## src/hw/ucm_pkg.sv

```systemverilog
// Package for the UART control channel mode and routing block.
// Assumes a 100 MHz core clock and synchronous pin inputs.
package ucm_pkg;

    // Register offsets
    localparam logic [15:0] UCM_ADDR_CC_EN   = 16'h0001;
    localparam logic [15:0] UCM_ADDR_PT_EN   = 16'h0003;
    localparam logic [15:0] UCM_ADDR_IF_SEL  = 16'h0006;
    localparam logic [15:0] UCM_ADDR_BYP_CTL = 16'h0048;
    localparam logic [15:0] UCM_ADDR_PT_CFG  = 16'h004F;

    // Reset values
    localparam logic [7:0] UCM_RST_CC_EN   = 8'h08;
    localparam logic [7:0] UCM_RST_PT_EN   = 8'h00;
    localparam logic [7:0] UCM_RST_IF_SEL  = 8'h80;
    localparam logic [7:0] UCM_RST_BYP_CTL = 8'h42;
    localparam logic [7:0] UCM_RST_PT_CFG  = 8'h00;
    localparam logic [7:0] UCM_RD_ZERO     = 8'h00;

    // Field positions
    localparam int unsigned UCM_CC_PIN_DIS_BIT   = 5;
    localparam int unsigned UCM_CC_REM_DIS_BIT   = 4;
    localparam int unsigned UCM_PT2_EN_BIT       = 5;
    localparam int unsigned UCM_PT1_EN_BIT       = 4;
    localparam int unsigned UCM_IF_SEL_BIT       = 4;
    localparam int unsigned UCM_BYP_REM_PIN_BIT  = 5;
    localparam int unsigned UCM_BYP_LOC_PIN_BIT  = 4;
    localparam int unsigned UCM_BYP_PARITY_BIT   = 3;
    localparam int unsigned UCM_BYP_TO_LO_BIT    = 2;
    localparam int unsigned UCM_BYP_SOFT_EN_BIT  = 1;
    localparam int unsigned UCM_BYP_TO_HI_BIT    = 6;
    localparam int unsigned UCM_PT2_RATE_BIT     = 7;
    localparam int unsigned UCM_PT2_PARITY_BIT   = 6;
    localparam int unsigned UCM_PT1_RATE_BIT     = 3;
    localparam int unsigned UCM_PT1_PARITY_BIT   = 2;

    // Soft-bypass timeout codes {hi, lo}
    localparam logic [1:0] UCM_TO_2MS  = 2'h0;
    localparam logic [1:0] UCM_TO_8MS  = 2'h1;
    localparam logic [1:0] UCM_TO_32MS = 2'h2;
    localparam logic [1:0] UCM_TO_NONE = 2'h3;

    // Timing
    localparam int unsigned UCM_CLK_KHZ     = 100_000;
    localparam int unsigned UCM_TO_SHORT_MS = 2;
    localparam int unsigned UCM_TO_MID_MS   = 8;
    localparam int unsigned UCM_TO_LONG_MS  = 32;
    localparam int unsigned UCM_CFG_GAP_US  = 10;
    localparam int unsigned UCM_TO_W        = 22;

    // UART line idles high
    localparam logic UCM_IDLE = 1'b1;

    typedef enum logic [1:0] {
        UCM_BASE,
        UCM_ARMED,
        UCM_SOFT,
        UCM_HELD
    } ucm_mode_t;

    // Register access request from the main channel command decoder
    typedef struct packed {
        logic        write;
        logic        remote;
        logic [15:0] addr;
        logic [7:0]  wdata;
    } ucm_cmd_t;

    typedef struct packed {
        logic [7:0]          cc_en;
        logic [7:0]          pt_en;
        logic [7:0]          if_sel;
        logic [7:0]          byp_ctl;
        logic [7:0]          pt_cfg;
        logic                strap_done;
        ucm_mode_t           mode;
        logic [UCM_TO_W-1:0] to_cnt;
        logic [1:0]          rx_prev;
        logic                bypass;
        logic                pin16_out;
        logic                pin16_oe;
        logic                pin12_out;
        logic                pin12_oe;
        logic                link_main_out;
        logic                link_pt1_out;
        logic                link_pt2_out;
        logic                rsp_valid;
        logic [7:0]          rsp_rdata;
        logic                remote_fwd;
        ucm_cmd_t            remote_cmd;
    } ucm_state_t;

endpackage

```

## src/hw/ucm_modes.sv

```systemverilog
// Mode and pin routing for the main UART control channel and two
// pass-through channels. Assumes a command decoder outside that turns
// main-channel frames into register requests, and a link that carries bits.
//
// Behaviour
// - One main control channel and two pass-through channels cross the link.
// - Base mode gives register access to local and remote devices.
// - Main channel starts in base mode after power-up.
// - Bypass ignores register commands but still forwards traffic over the link.
// - Pin bypass and timed soft-bypass may be entered and left any time without reset.
// - Pass-through channels forward data, never touch registers.
// - Main channel receives on pin fifteen, transmits on pin sixteen.
// - Control enable bit 5 disconnects pins, bit 4 blocks remote access.
// - Soft-bypass enable requests bypass; timeout picks 2, 8, 32 ms or none.
// - Soft-bypass takes effect only while UART activity is present.
// - No transition for the timeout returns the channel to base mode.
// - No-timeout setting holds bypass until power cycle.
// - Remote pin enable lets pin ten high force bypass, low release.
// - Local pin enable uses general pin two instead of pin ten.
// - Bypass control bit 3 enables parity, bits 6 and 2 hold timeout setting.
// - Pass-through one uses pins eleven and twelve; two shares fifteen and sixteen.
// - Pass-through enable bit 5 enables channel two, bit 4 channel one.
// - Interface select bit 4 low enables UART; loaded from strap at power-up.
// - Pass-through config bits 7/3 pick bit rate, bits 6/2 parity.
`timescale 1ns/10ps

module ucm_modes
    import ucm_pkg::*;
#(
    parameter int unsigned TO_SHORT_CYC = UCM_TO_SHORT_MS * UCM_CLK_KHZ,
    parameter int unsigned TO_MID_CYC   = UCM_TO_MID_MS * UCM_CLK_KHZ,
    parameter int unsigned TO_LONG_CYC  = UCM_TO_LONG_MS * UCM_CLK_KHZ
) (
    // Clock and reset
    input  wire logic     clk,
    input  wire logic     arst_n,
    // Straps and mode pins
    input  wire logic     config_strap_zero,
    input  wire logic     multifunction_pin_ten,
    input  wire logic     local_general_pin_two,
    // Shared main / pass-through two pins
    input  wire logic     multifunction_pin_fifteen,
    output logic          multifunction_pin_sixteen_out,
    output logic          multifunction_pin_sixteen_oe,
    // Pass-through one pins
    input  wire logic     multifunction_pin_eleven,
    output logic          multifunction_pin_twelve_out,
    output logic          multifunction_pin_twelve_oe,
    // Link side bit streams
    input  wire logic     link_main_in,
    output logic          link_main_out,
    input  wire logic     link_pt1_in,
    output logic          link_pt1_out,
    input  wire logic     link_pt2_in,
    output logic          link_pt2_out,
    // Register requests from the main channel decoder
    input  wire logic     cmd_valid,
    input  wire ucm_cmd_t cmd,
    output logic          rsp_valid,
    output logic [7:0]    rsp_rdata,
    output logic          remote_fwd,
    output ucm_cmd_t      remote_cmd,
    // Status and settings
    output logic          bypass_active,
    output logic          bypass_parity_en,
    output logic [7:0]    pt_config
);

    ucm_state_t st_reg;
    ucm_state_t st_next;

    logic                main_active;
    logic                pt1_on;
    logic                pt2_on;
    logic                hard_sel;
    logic                activity;
    logic [1:0]          to_code;
    logic [UCM_TO_W-1:0] to_limit;
    logic                to_hit;
    logic                take_cmd;
    logic [7:0]          rd_data;

    // Channel ownership; main channel wins the shared pins
    assign main_active = !st_reg.if_sel[UCM_IF_SEL_BIT]
                         && !st_reg.cc_en[UCM_CC_PIN_DIS_BIT];
    assign pt1_on      = st_reg.pt_en[UCM_PT1_EN_BIT];
    assign pt2_on      = st_reg.pt_en[UCM_PT2_EN_BIT] && !main_active;

    // Pin-driven bypass; local pin takes over from pin ten
    always_comb begin
        if (st_reg.byp_ctl[UCM_BYP_LOC_PIN_BIT]) begin
            hard_sel = local_general_pin_two;
        end else if (st_reg.byp_ctl[UCM_BYP_REM_PIN_BIT]) begin
            hard_sel = multifunction_pin_ten;
        end else begin
            hard_sel = 1'b0;
        end
    end

    // Any edge on either direction of the main channel counts as activity
    assign activity = |(st_reg.rx_prev ^ {multifunction_pin_fifteen, link_main_in});

    // Timeout select: bit 2 low half, bit 6 high half of the code
    assign to_code = {st_reg.byp_ctl[UCM_BYP_TO_HI_BIT],
                      st_reg.byp_ctl[UCM_BYP_TO_LO_BIT]};
    always_comb begin
        case (to_code)
            UCM_TO_2MS:  to_limit = UCM_TO_W'(TO_SHORT_CYC - 1);
            UCM_TO_8MS:  to_limit = UCM_TO_W'(TO_MID_CYC - 1);
            UCM_TO_32MS: to_limit = UCM_TO_W'(TO_LONG_CYC - 1);
            default:     to_limit = UCM_TO_W'(TO_LONG_CYC - 1);
        endcase
    end
    assign to_hit = (st_reg.to_cnt >= to_limit);

    // Register commands are dropped in bypass or with the channel off pins
    assign take_cmd = cmd_valid && main_active && !st_reg.bypass;

    // Local read mux; unmapped offsets read as zero
    always_comb begin
        case (cmd.addr)
            UCM_ADDR_CC_EN:   rd_data = st_reg.cc_en;
            UCM_ADDR_PT_EN:   rd_data = st_reg.pt_en;
            UCM_ADDR_IF_SEL:  rd_data = st_reg.if_sel;
            UCM_ADDR_BYP_CTL: rd_data = st_reg.byp_ctl;
            UCM_ADDR_PT_CFG:  rd_data = st_reg.pt_cfg;
            default:          rd_data = UCM_RD_ZERO;
        endcase
    end

    // Next-state logic for registers, soft-bypass and pin routing
    always_comb begin
        st_next            = st_reg;
        st_next.rsp_valid  = 1'b0;
        st_next.remote_fwd = 1'b0;
        st_next.rx_prev    = {multifunction_pin_fifteen, link_main_in};

        // Strap capture on the first edge after reset release
        if (!st_reg.strap_done) begin
            st_next.strap_done                 = 1'b1;
            st_next.if_sel[UCM_IF_SEL_BIT]     = config_strap_zero;
        end

        // Soft-bypass sequencing
        case (st_reg.mode)
            UCM_BASE: begin
                st_next.to_cnt = '0;
                if (st_reg.strap_done && st_reg.byp_ctl[UCM_BYP_SOFT_EN_BIT]) begin
                    st_next.mode = UCM_ARMED;
                end
            end
            UCM_ARMED: begin
                st_next.to_cnt = '0;
                if (!st_reg.byp_ctl[UCM_BYP_SOFT_EN_BIT]) begin
                    st_next.mode = UCM_BASE;
                end else if (activity) begin
                    st_next.mode = (to_code == UCM_TO_NONE) ? UCM_HELD
                                                            : UCM_SOFT;
                end
            end
            UCM_SOFT: begin
                if (!st_reg.byp_ctl[UCM_BYP_SOFT_EN_BIT]) begin
                    st_next.mode = UCM_BASE;
                end else if (activity) begin
                    st_next.to_cnt = '0;
                end else if (to_hit) begin
                    // Drop the request so the channel does not re-arm by itself
                    st_next.mode                            = UCM_BASE;
                    st_next.byp_ctl[UCM_BYP_SOFT_EN_BIT]    = 1'b0;
                end else begin
                    st_next.to_cnt = st_reg.to_cnt + 1'b1;
                end
            end
            UCM_HELD: begin
                st_next.mode = UCM_HELD;
            end
            default: begin
                st_next.mode = UCM_BASE;
            end
        endcase

        // Register access; a software write after the hardware clear wins
        if (take_cmd) begin
            if (cmd.remote) begin
                if (!st_reg.cc_en[UCM_CC_REM_DIS_BIT]) begin
                    st_next.remote_fwd = 1'b1;
                    st_next.remote_cmd = cmd;
                end
            end else begin
                st_next.rsp_valid = 1'b1;
                st_next.rsp_rdata = cmd.write ? UCM_RD_ZERO : rd_data;
                if (cmd.write) begin
                    case (cmd.addr)
                        UCM_ADDR_CC_EN:   st_next.cc_en   = cmd.wdata;
                        UCM_ADDR_PT_EN:   st_next.pt_en   = cmd.wdata;
                        UCM_ADDR_IF_SEL:  st_next.if_sel  = cmd.wdata;
                        UCM_ADDR_BYP_CTL: st_next.byp_ctl = cmd.wdata;
                        UCM_ADDR_PT_CFG:  st_next.pt_cfg  = cmd.wdata;
                        default:          st_next.cc_en   = st_next.cc_en;
                    endcase
                end
            end
        end

        // Bypass is the union of pin and soft requests
        st_next.bypass = hard_sel
                         || (st_next.mode == UCM_SOFT)
                         || (st_next.mode == UCM_HELD);

        // Main channel traffic crosses the link in every mode
        st_next.link_main_out = main_active ? multifunction_pin_fifteen
                                            : UCM_IDLE;
        st_next.link_pt1_out  = pt1_on ? multifunction_pin_eleven
                                       : UCM_IDLE;
        st_next.link_pt2_out  = pt2_on ? multifunction_pin_fifteen
                                       : UCM_IDLE;

        // Pin sixteen: main channel first, else channel two, else released
        if (main_active) begin
            st_next.pin16_out = link_main_in;
            st_next.pin16_oe  = 1'b1;
        end else if (pt2_on) begin
            st_next.pin16_out = link_pt2_in;
            st_next.pin16_oe  = 1'b1;
        end else begin
            st_next.pin16_out = UCM_IDLE;
            st_next.pin16_oe  = 1'b0;
        end
        st_next.pin12_out = pt1_on ? link_pt1_in : UCM_IDLE;
        st_next.pin12_oe  = pt1_on;
    end

    // State register
    always_ff @(posedge clk or negedge arst_n) begin
        if (!arst_n) begin
            st_reg               <= '0;
            st_reg.cc_en         <= UCM_RST_CC_EN;
            st_reg.pt_en         <= UCM_RST_PT_EN;
            st_reg.if_sel        <= UCM_RST_IF_SEL;
            st_reg.byp_ctl       <= UCM_RST_BYP_CTL;
            st_reg.pt_cfg        <= UCM_RST_PT_CFG;
            st_reg.mode          <= UCM_BASE;
            st_reg.rx_prev       <= {UCM_IDLE, UCM_IDLE};
            st_reg.pin16_out     <= UCM_IDLE;
            st_reg.pin12_out     <= UCM_IDLE;
            st_reg.link_main_out <= UCM_IDLE;
            st_reg.link_pt1_out  <= UCM_IDLE;
            st_reg.link_pt2_out  <= UCM_IDLE;
        end else begin
            st_reg <= st_next;
        end
    end

    // Outputs straight from the state register
    assign multifunction_pin_sixteen_out = st_reg.pin16_out;
    assign multifunction_pin_sixteen_oe  = st_reg.pin16_oe;
    assign multifunction_pin_twelve_out  = st_reg.pin12_out;
    assign multifunction_pin_twelve_oe   = st_reg.pin12_oe;
    assign link_main_out                 = st_reg.link_main_out;
    assign link_pt1_out                  = st_reg.link_pt1_out;
    assign link_pt2_out                  = st_reg.link_pt2_out;
    assign rsp_valid                     = st_reg.rsp_valid;
    assign rsp_rdata                     = st_reg.rsp_rdata;
    assign remote_fwd                    = st_reg.remote_fwd;
    assign remote_cmd                    = st_reg.remote_cmd;
    assign bypass_active                 = st_reg.bypass;
    assign bypass_parity_en              = st_reg.byp_ctl[UCM_BYP_PARITY_BIT];
    assign pt_config                     = st_reg.pt_cfg;

    // Checks
    a_base_at_start: assert property (@(posedge clk) disable iff (!arst_n)
        !st_reg.strap_done |-> st_reg.mode == UCM_BASE)
        else $error("mode left base before strap capture");

    a_strap_load: assert property (@(posedge clk) disable iff (!arst_n)
        $rose(st_reg.strap_done) |-> st_reg.if_sel[UCM_IF_SEL_BIT]
            == $past(config_strap_zero))
        else $error("interface select not loaded from strap");

    a_bypass_ignore: assert property (@(posedge clk) disable iff (!arst_n)
        (cmd_valid && st_reg.bypass) |=> !st_reg.rsp_valid && !st_reg.remote_fwd)
        else $error("register command answered in bypass");

    a_base_access: assert property (@(posedge clk) disable iff (!arst_n)
        (cmd_valid && !cmd.remote && main_active && !st_reg.bypass)
            |=> st_reg.rsp_valid)
        else $error("local command not answered in base mode");

    a_remote_block: assert property (@(posedge clk) disable iff (!arst_n)
        (cmd_valid && cmd.remote && st_reg.cc_en[UCM_CC_REM_DIS_BIT])
            |=> !st_reg.remote_fwd)
        else $error("remote access forwarded while blocked");

    a_pin_release: assert property (@(posedge clk) disable iff (!arst_n)
        (st_reg.cc_en[UCM_CC_PIN_DIS_BIT] && !st_reg.pt_en[UCM_PT2_EN_BIT])
            |=> !st_reg.pin16_oe)
        else $error("pin sixteen driven while main channel disconnected");

    a_pt1_route: assert property (@(posedge clk) disable iff (!arst_n)
        pt1_on |=> st_reg.pin12_oe && st_reg.pin12_out == $past(link_pt1_in))
        else $error("pass-through one not routed to pin twelve");

    a_hard_bypass: assert property (@(posedge clk) disable iff (!arst_n)
        (st_reg.byp_ctl[UCM_BYP_REM_PIN_BIT] && !st_reg.byp_ctl[UCM_BYP_LOC_PIN_BIT]
            && multifunction_pin_ten) |=> st_reg.bypass)
        else $error("pin ten high did not force bypass");

    a_soft_act: assert property (@(posedge clk) disable iff (!arst_n)
        (st_reg.mode == UCM_ARMED && !activity) |=> st_reg.mode == UCM_ARMED
            || st_reg.mode == UCM_BASE)
        else $error("soft bypass entered without activity");

    a_soft_timeout: assert property (@(posedge clk) disable iff (!arst_n)
        (st_reg.mode == UCM_SOFT && !activity && to_hit
            && st_reg.byp_ctl[UCM_BYP_SOFT_EN_BIT]) |=> st_reg.mode == UCM_BASE)
        else $error("soft bypass did not time out");

    a_held_stays: assert property (@(posedge clk) disable iff (!arst_n)
        st_reg.mode == UCM_HELD |=> st_reg.mode == UCM_HELD && st_reg.bypass)
        else $error("held bypass released");

endmodule // ucm_modes

```

## config.mk

```make
export PLATFORM = sky130hd
export DESIGN_NAME = ucm_modes
export DESIGN_NICKNAME = d
export VERILOG_FILES = /design/src/hw/ucm_pkg.sv /design/src/hw/ucm_modes.sv
export SDC_FILE = /design/constraint.sdc
export NUM_CORES = 1
export LEC_CHECK = 0
export BUFFER_PORTS_ARGS = -buffer_cell sky130_fd_sc_hd__buf_2
export CAP_MARGIN = 20
export CORE_UTILIZATION = 61
export DETAILED_ROUTE_END_ITERATION = 7
export PLACE_DENSITY = 0.95
export RECOVER_POWER = 25
export SYNTH_ARGS = -nofsm -noshare
export SYNTH_HDL_FRONTEND = slang
export SYNTH_SLANG_ARGS = --single-unit
```

## constraint.sdc

```tcl
create_clock -name clk -period 7.24 [get_ports clk]
set_clock_uncertainty 0.2 [all_clocks]
set_input_delay 1.448 -clock clk [delete_from_list [all_inputs] [get_ports clk]]
set_output_delay 1.448 -clock clk [all_outputs]
set_load 0.02 [all_outputs]
```

==> flow_summary.yaml <==
yosys:
  yosys.area_share.xor_xnor: 0.003101
  post_synth_fa_ha_maj_area_fraction: 0.03101
  yosys.area.top_type: "dfrtp_1"
  muxShareOfSynthArea: 0.09349
  dominantRegCellSynth: "dfrtp_1"
  yosys_register_bits: 111
  synth_compound_gate_area_share: 0.1192
  postSynthAreaPerCell_sq_um: 10.33
  synth_top_family_by_area: "simple AND/OR/NAND/NOR gates"
  synth_top_cells_by_area: "dfrtp_1 44%, nand2_1 7.1%, mux2_1 6.0%, buf_4 5.8%, dfstp_2 5.1%"
  post_synth_instance_area_sq_um: 5648
  async_flop_share: 1.000
  netlist-cell-type-count: 58
  synth.yosys.seq_area_share: 0.4942
  yosys.area_share.simple: 0.1803
  postSynthCellCount: 547
  synth.top_cell.area_share: 0.4431
  yosys_warnings: 0
  number_of_enable_flip_flop_cells_after_synthesis: 0
  nets_in_the_synthesized_netlist: 598
critical_path:
  required_ps: 7340
  worstPathMaxFanout: 16
  worst_ep_arrival_time_ps: 3800
  cpMaxStageDelayCell: "dfstp_2"
  setup.worst_path.start_class: "register"
  path_cells: "inv_1 -> nand2_1 -> ha_1 -> nand3_1 -> nand2_1 -> a221oi_1 -> nand3_2 -> nor3_4 -> a41oi_1 -> a31oi_1"
  worst_path_most_repeated_cell: "nand2_1"
  end_kind: "register"
  rrSetupSlack_ps: 3540
  path_delay_family: "simple AND/OR/NAND/NOR gates"
  largest_stage_delay_worst_path_ps: 650
  cp_num_buf_inv: 1
  rr_startpoint: "st_reg[85]"
  critical_path.reg2reg.endpoint: "st_reg[64]"
  setup.worst_path.class: "register to register"
  ff2ff_path_depth: 10
worst_hold_path:
  worst_hold_startpoint: "remote_cmd[24]"
  hold_path.class: "register to register"
  hold-path-cell-count: 1
  hold_path_end: "remote_cmd[24]"
outcome:
  status: "complete, no violations"
detailed_routing:
  post-route-drc-count: 0
  detailroute.wirelength.met3_um: 935
  detail_route.vias_per_cell: 6.437
  drtAntennaViolNets: 0
  routedLengthMet1_um: 5235
  top_routing_layer_used: "met4"
  drt-pass1-iter-count: 5
  wl_um: 13590
  drt_iter0_markers: 365
  vias: 4525
  wl_per_cell_um: 19.33
  wl_met2_um: 6968
global_routing:
  tot_gr_track_use: 0.2934
  first_pass_grt_wire_length_um: 22280
  gr-total-overflow: 0
  number_of_global_route_vias_before_repair: 4591
  grt_antenna_before_repair: 0
  maximum_number_of_pins_on_one_net_before_global_route_repair: 87
pwr:
  power_per_standard_cell_area_nw_per_um2: 174.2
  vdd.ir_drop.worst_uv: 139.4
  total_chip_power_uw: 1051
  cellLeakagePower_uw: 0.003068
cells_and_area:
  most_frequent_cells_in_the_layout: "107 x nand2_1, 100 x dfrtp_1, 86 x buf_2"
  final_net_count: 641
  layout-area-overhead-vs-synth_pct: 6.801
  drive_gt1_frac: 0.2437
  largest_register_ff_count: 57
  n_antenna_cell: 0
  final_common_cell: "nand2_1"
sta:
  report.final.setup_viol: 0
  hold_viol: 0
  totalNegativeSetupSlack_ps: 0
  post-route-period-util: 0.5111
  max_slew.worst_pin.slew_ps: 1302
  final-max-slew-violation-count: 0
  time_the_final_worst_path_needs_with_i_o_delays_and_setup_ps: 3700
  relSlewSlack: 0.1321
  max_clock_freq_mhz: 270.3
  rsz0062_at_grt: "no"
placement:
  globalplace.congestion: 0.8746
  port_buffers: 89
  hpwl_um: 9248
floorplan:
  die_width_um: 98.23
  initial_core_util: 0.6383
  fp.dieH_um: 98.23
  io_pins: 90
  core_area_sq_um: 8848
  num_rows: 34
  dieArea_sq_um: 9648
cts:
  cts.sinks: 111
  clock_latency_ps: 380
  post_cts.repair.setup_buffers: 0
  ctsHoldBuffers: 0
  numCtsBuffers: 9
  clock-root-buffer: "clkbuf_8"
  h-tree-depth: 3
  tritoncts_clock_tree: "yes"
  cts.repair.resized: 0
  path_clk_slew_ps: 110
  clock_tree.buffer_depth: 2
job:
  timing.max_cap.violations: 0
## per-layer routing
metal  track usage  up-vias
met4        0.1412        0
met3       0.05870       50
li1              -     1973
met1        0.3663     2243
met2        0.4924      259
met5             0        -
## cell usage after synthesis, types with 3 or more instances
library cell / instances
inv_1: 7
and2_1: 3
mux2_1: 30
a31oi_1: 9
o211ai_1: 3
a221oi_1: 9
nand2_1: 107
dfrtp_1: 100
ha_1: 14
nor2_1: 19
or3_1: 3
nand2b_1: 8
nand4_1: 8
mux2_2: 8
o21a_1: 3
a41oi_1: 3
o21ai_0: 18
clkbuf_1: 8
dfstp_2: 11
o21ai_1: 29
a22o_1: 9
and3_1: 8
buf_4: 44
a21oi_1: 10
buf_2: 7
mux2_4: 6
o31ai_1: 3
nand3_1: 16
or2_1: 3
nor3_4: 3
## worst reg2reg max path: stages (launching register included)
cell and delay (ps):
dfstp_2 650, inv_1 190, nand2_1 200, ha_1 300, nand3_1 100, nand2_1 90, a221oi_1 510, nand3_2 280
nor3_4 650, a41oi_1 250, a31oi_1 190
## worst max path at each step
stage | startpoint | to | slack (ps) | cells after the start
2_1_floorplan | cmd[13] | bypass_parity_en | 3860 | 7
3_3_place_gp | cmd[13] | st_reg[83] | 3440 | 7
3_5_place_dp | cmd[13] | st_reg[79] | 3350 | 7
4_1_cts | cmd[21] | st_reg[89] | 3750 | 6
5_1_grt | st_reg[85] | st_reg[64] | 3350 | 9
6_report | st_reg[85] | st_reg[64] | 3540 | 10
## cell families (layout without fill, tap and decap cells)
group           after synthesis  in the layout
other cells                   1              1
buf+inv                      69            117
fa+ha+maj                    14             14
flops                       111            111
xor+xnor                      2              2
simple gates                199            199
compound gates              106            106
mux                          45             45
## per-stage QoR
stage	hold slack, ps	worst slack (ps)	cells	util	instance area, sq um
2_1_floorplan	206.4	3860	547	-	5648
3_3_place_gp	235.9	3439	686	0.6599	5839
3_5_place_dp	246.9	3351	686	0.6599	5839
4_1_cts	273.9	3746	702	0.6797	6015
5_1_grt	300.7	3346	703	0.6817	6032
6_report	269.8	3540	703	0.6817	6032
## power by group
group          internal [uW]  total, uW  switching (uW)
sequential               629        634            4.48
clock                    130        353             223
combinational           19.5       64.0            44.5
## final cells by class
| type | instances | area [sq um] |
|---|---|---|
| multi-input cells | 367 | 2416 |
| inverters | 9 | 33.78 |
| clock inverters | 5 | 43.79 |
| well taps | 108 | 135.1 |
| repair buffers | 92 | 480.5 |
| clock buffers | 11 | 131.4 |
| fillers | 620 | 2816 |
| flip-flops and latches | 111 | 2791 |
No activity file was read; power rests on OpenSTA's default activity.
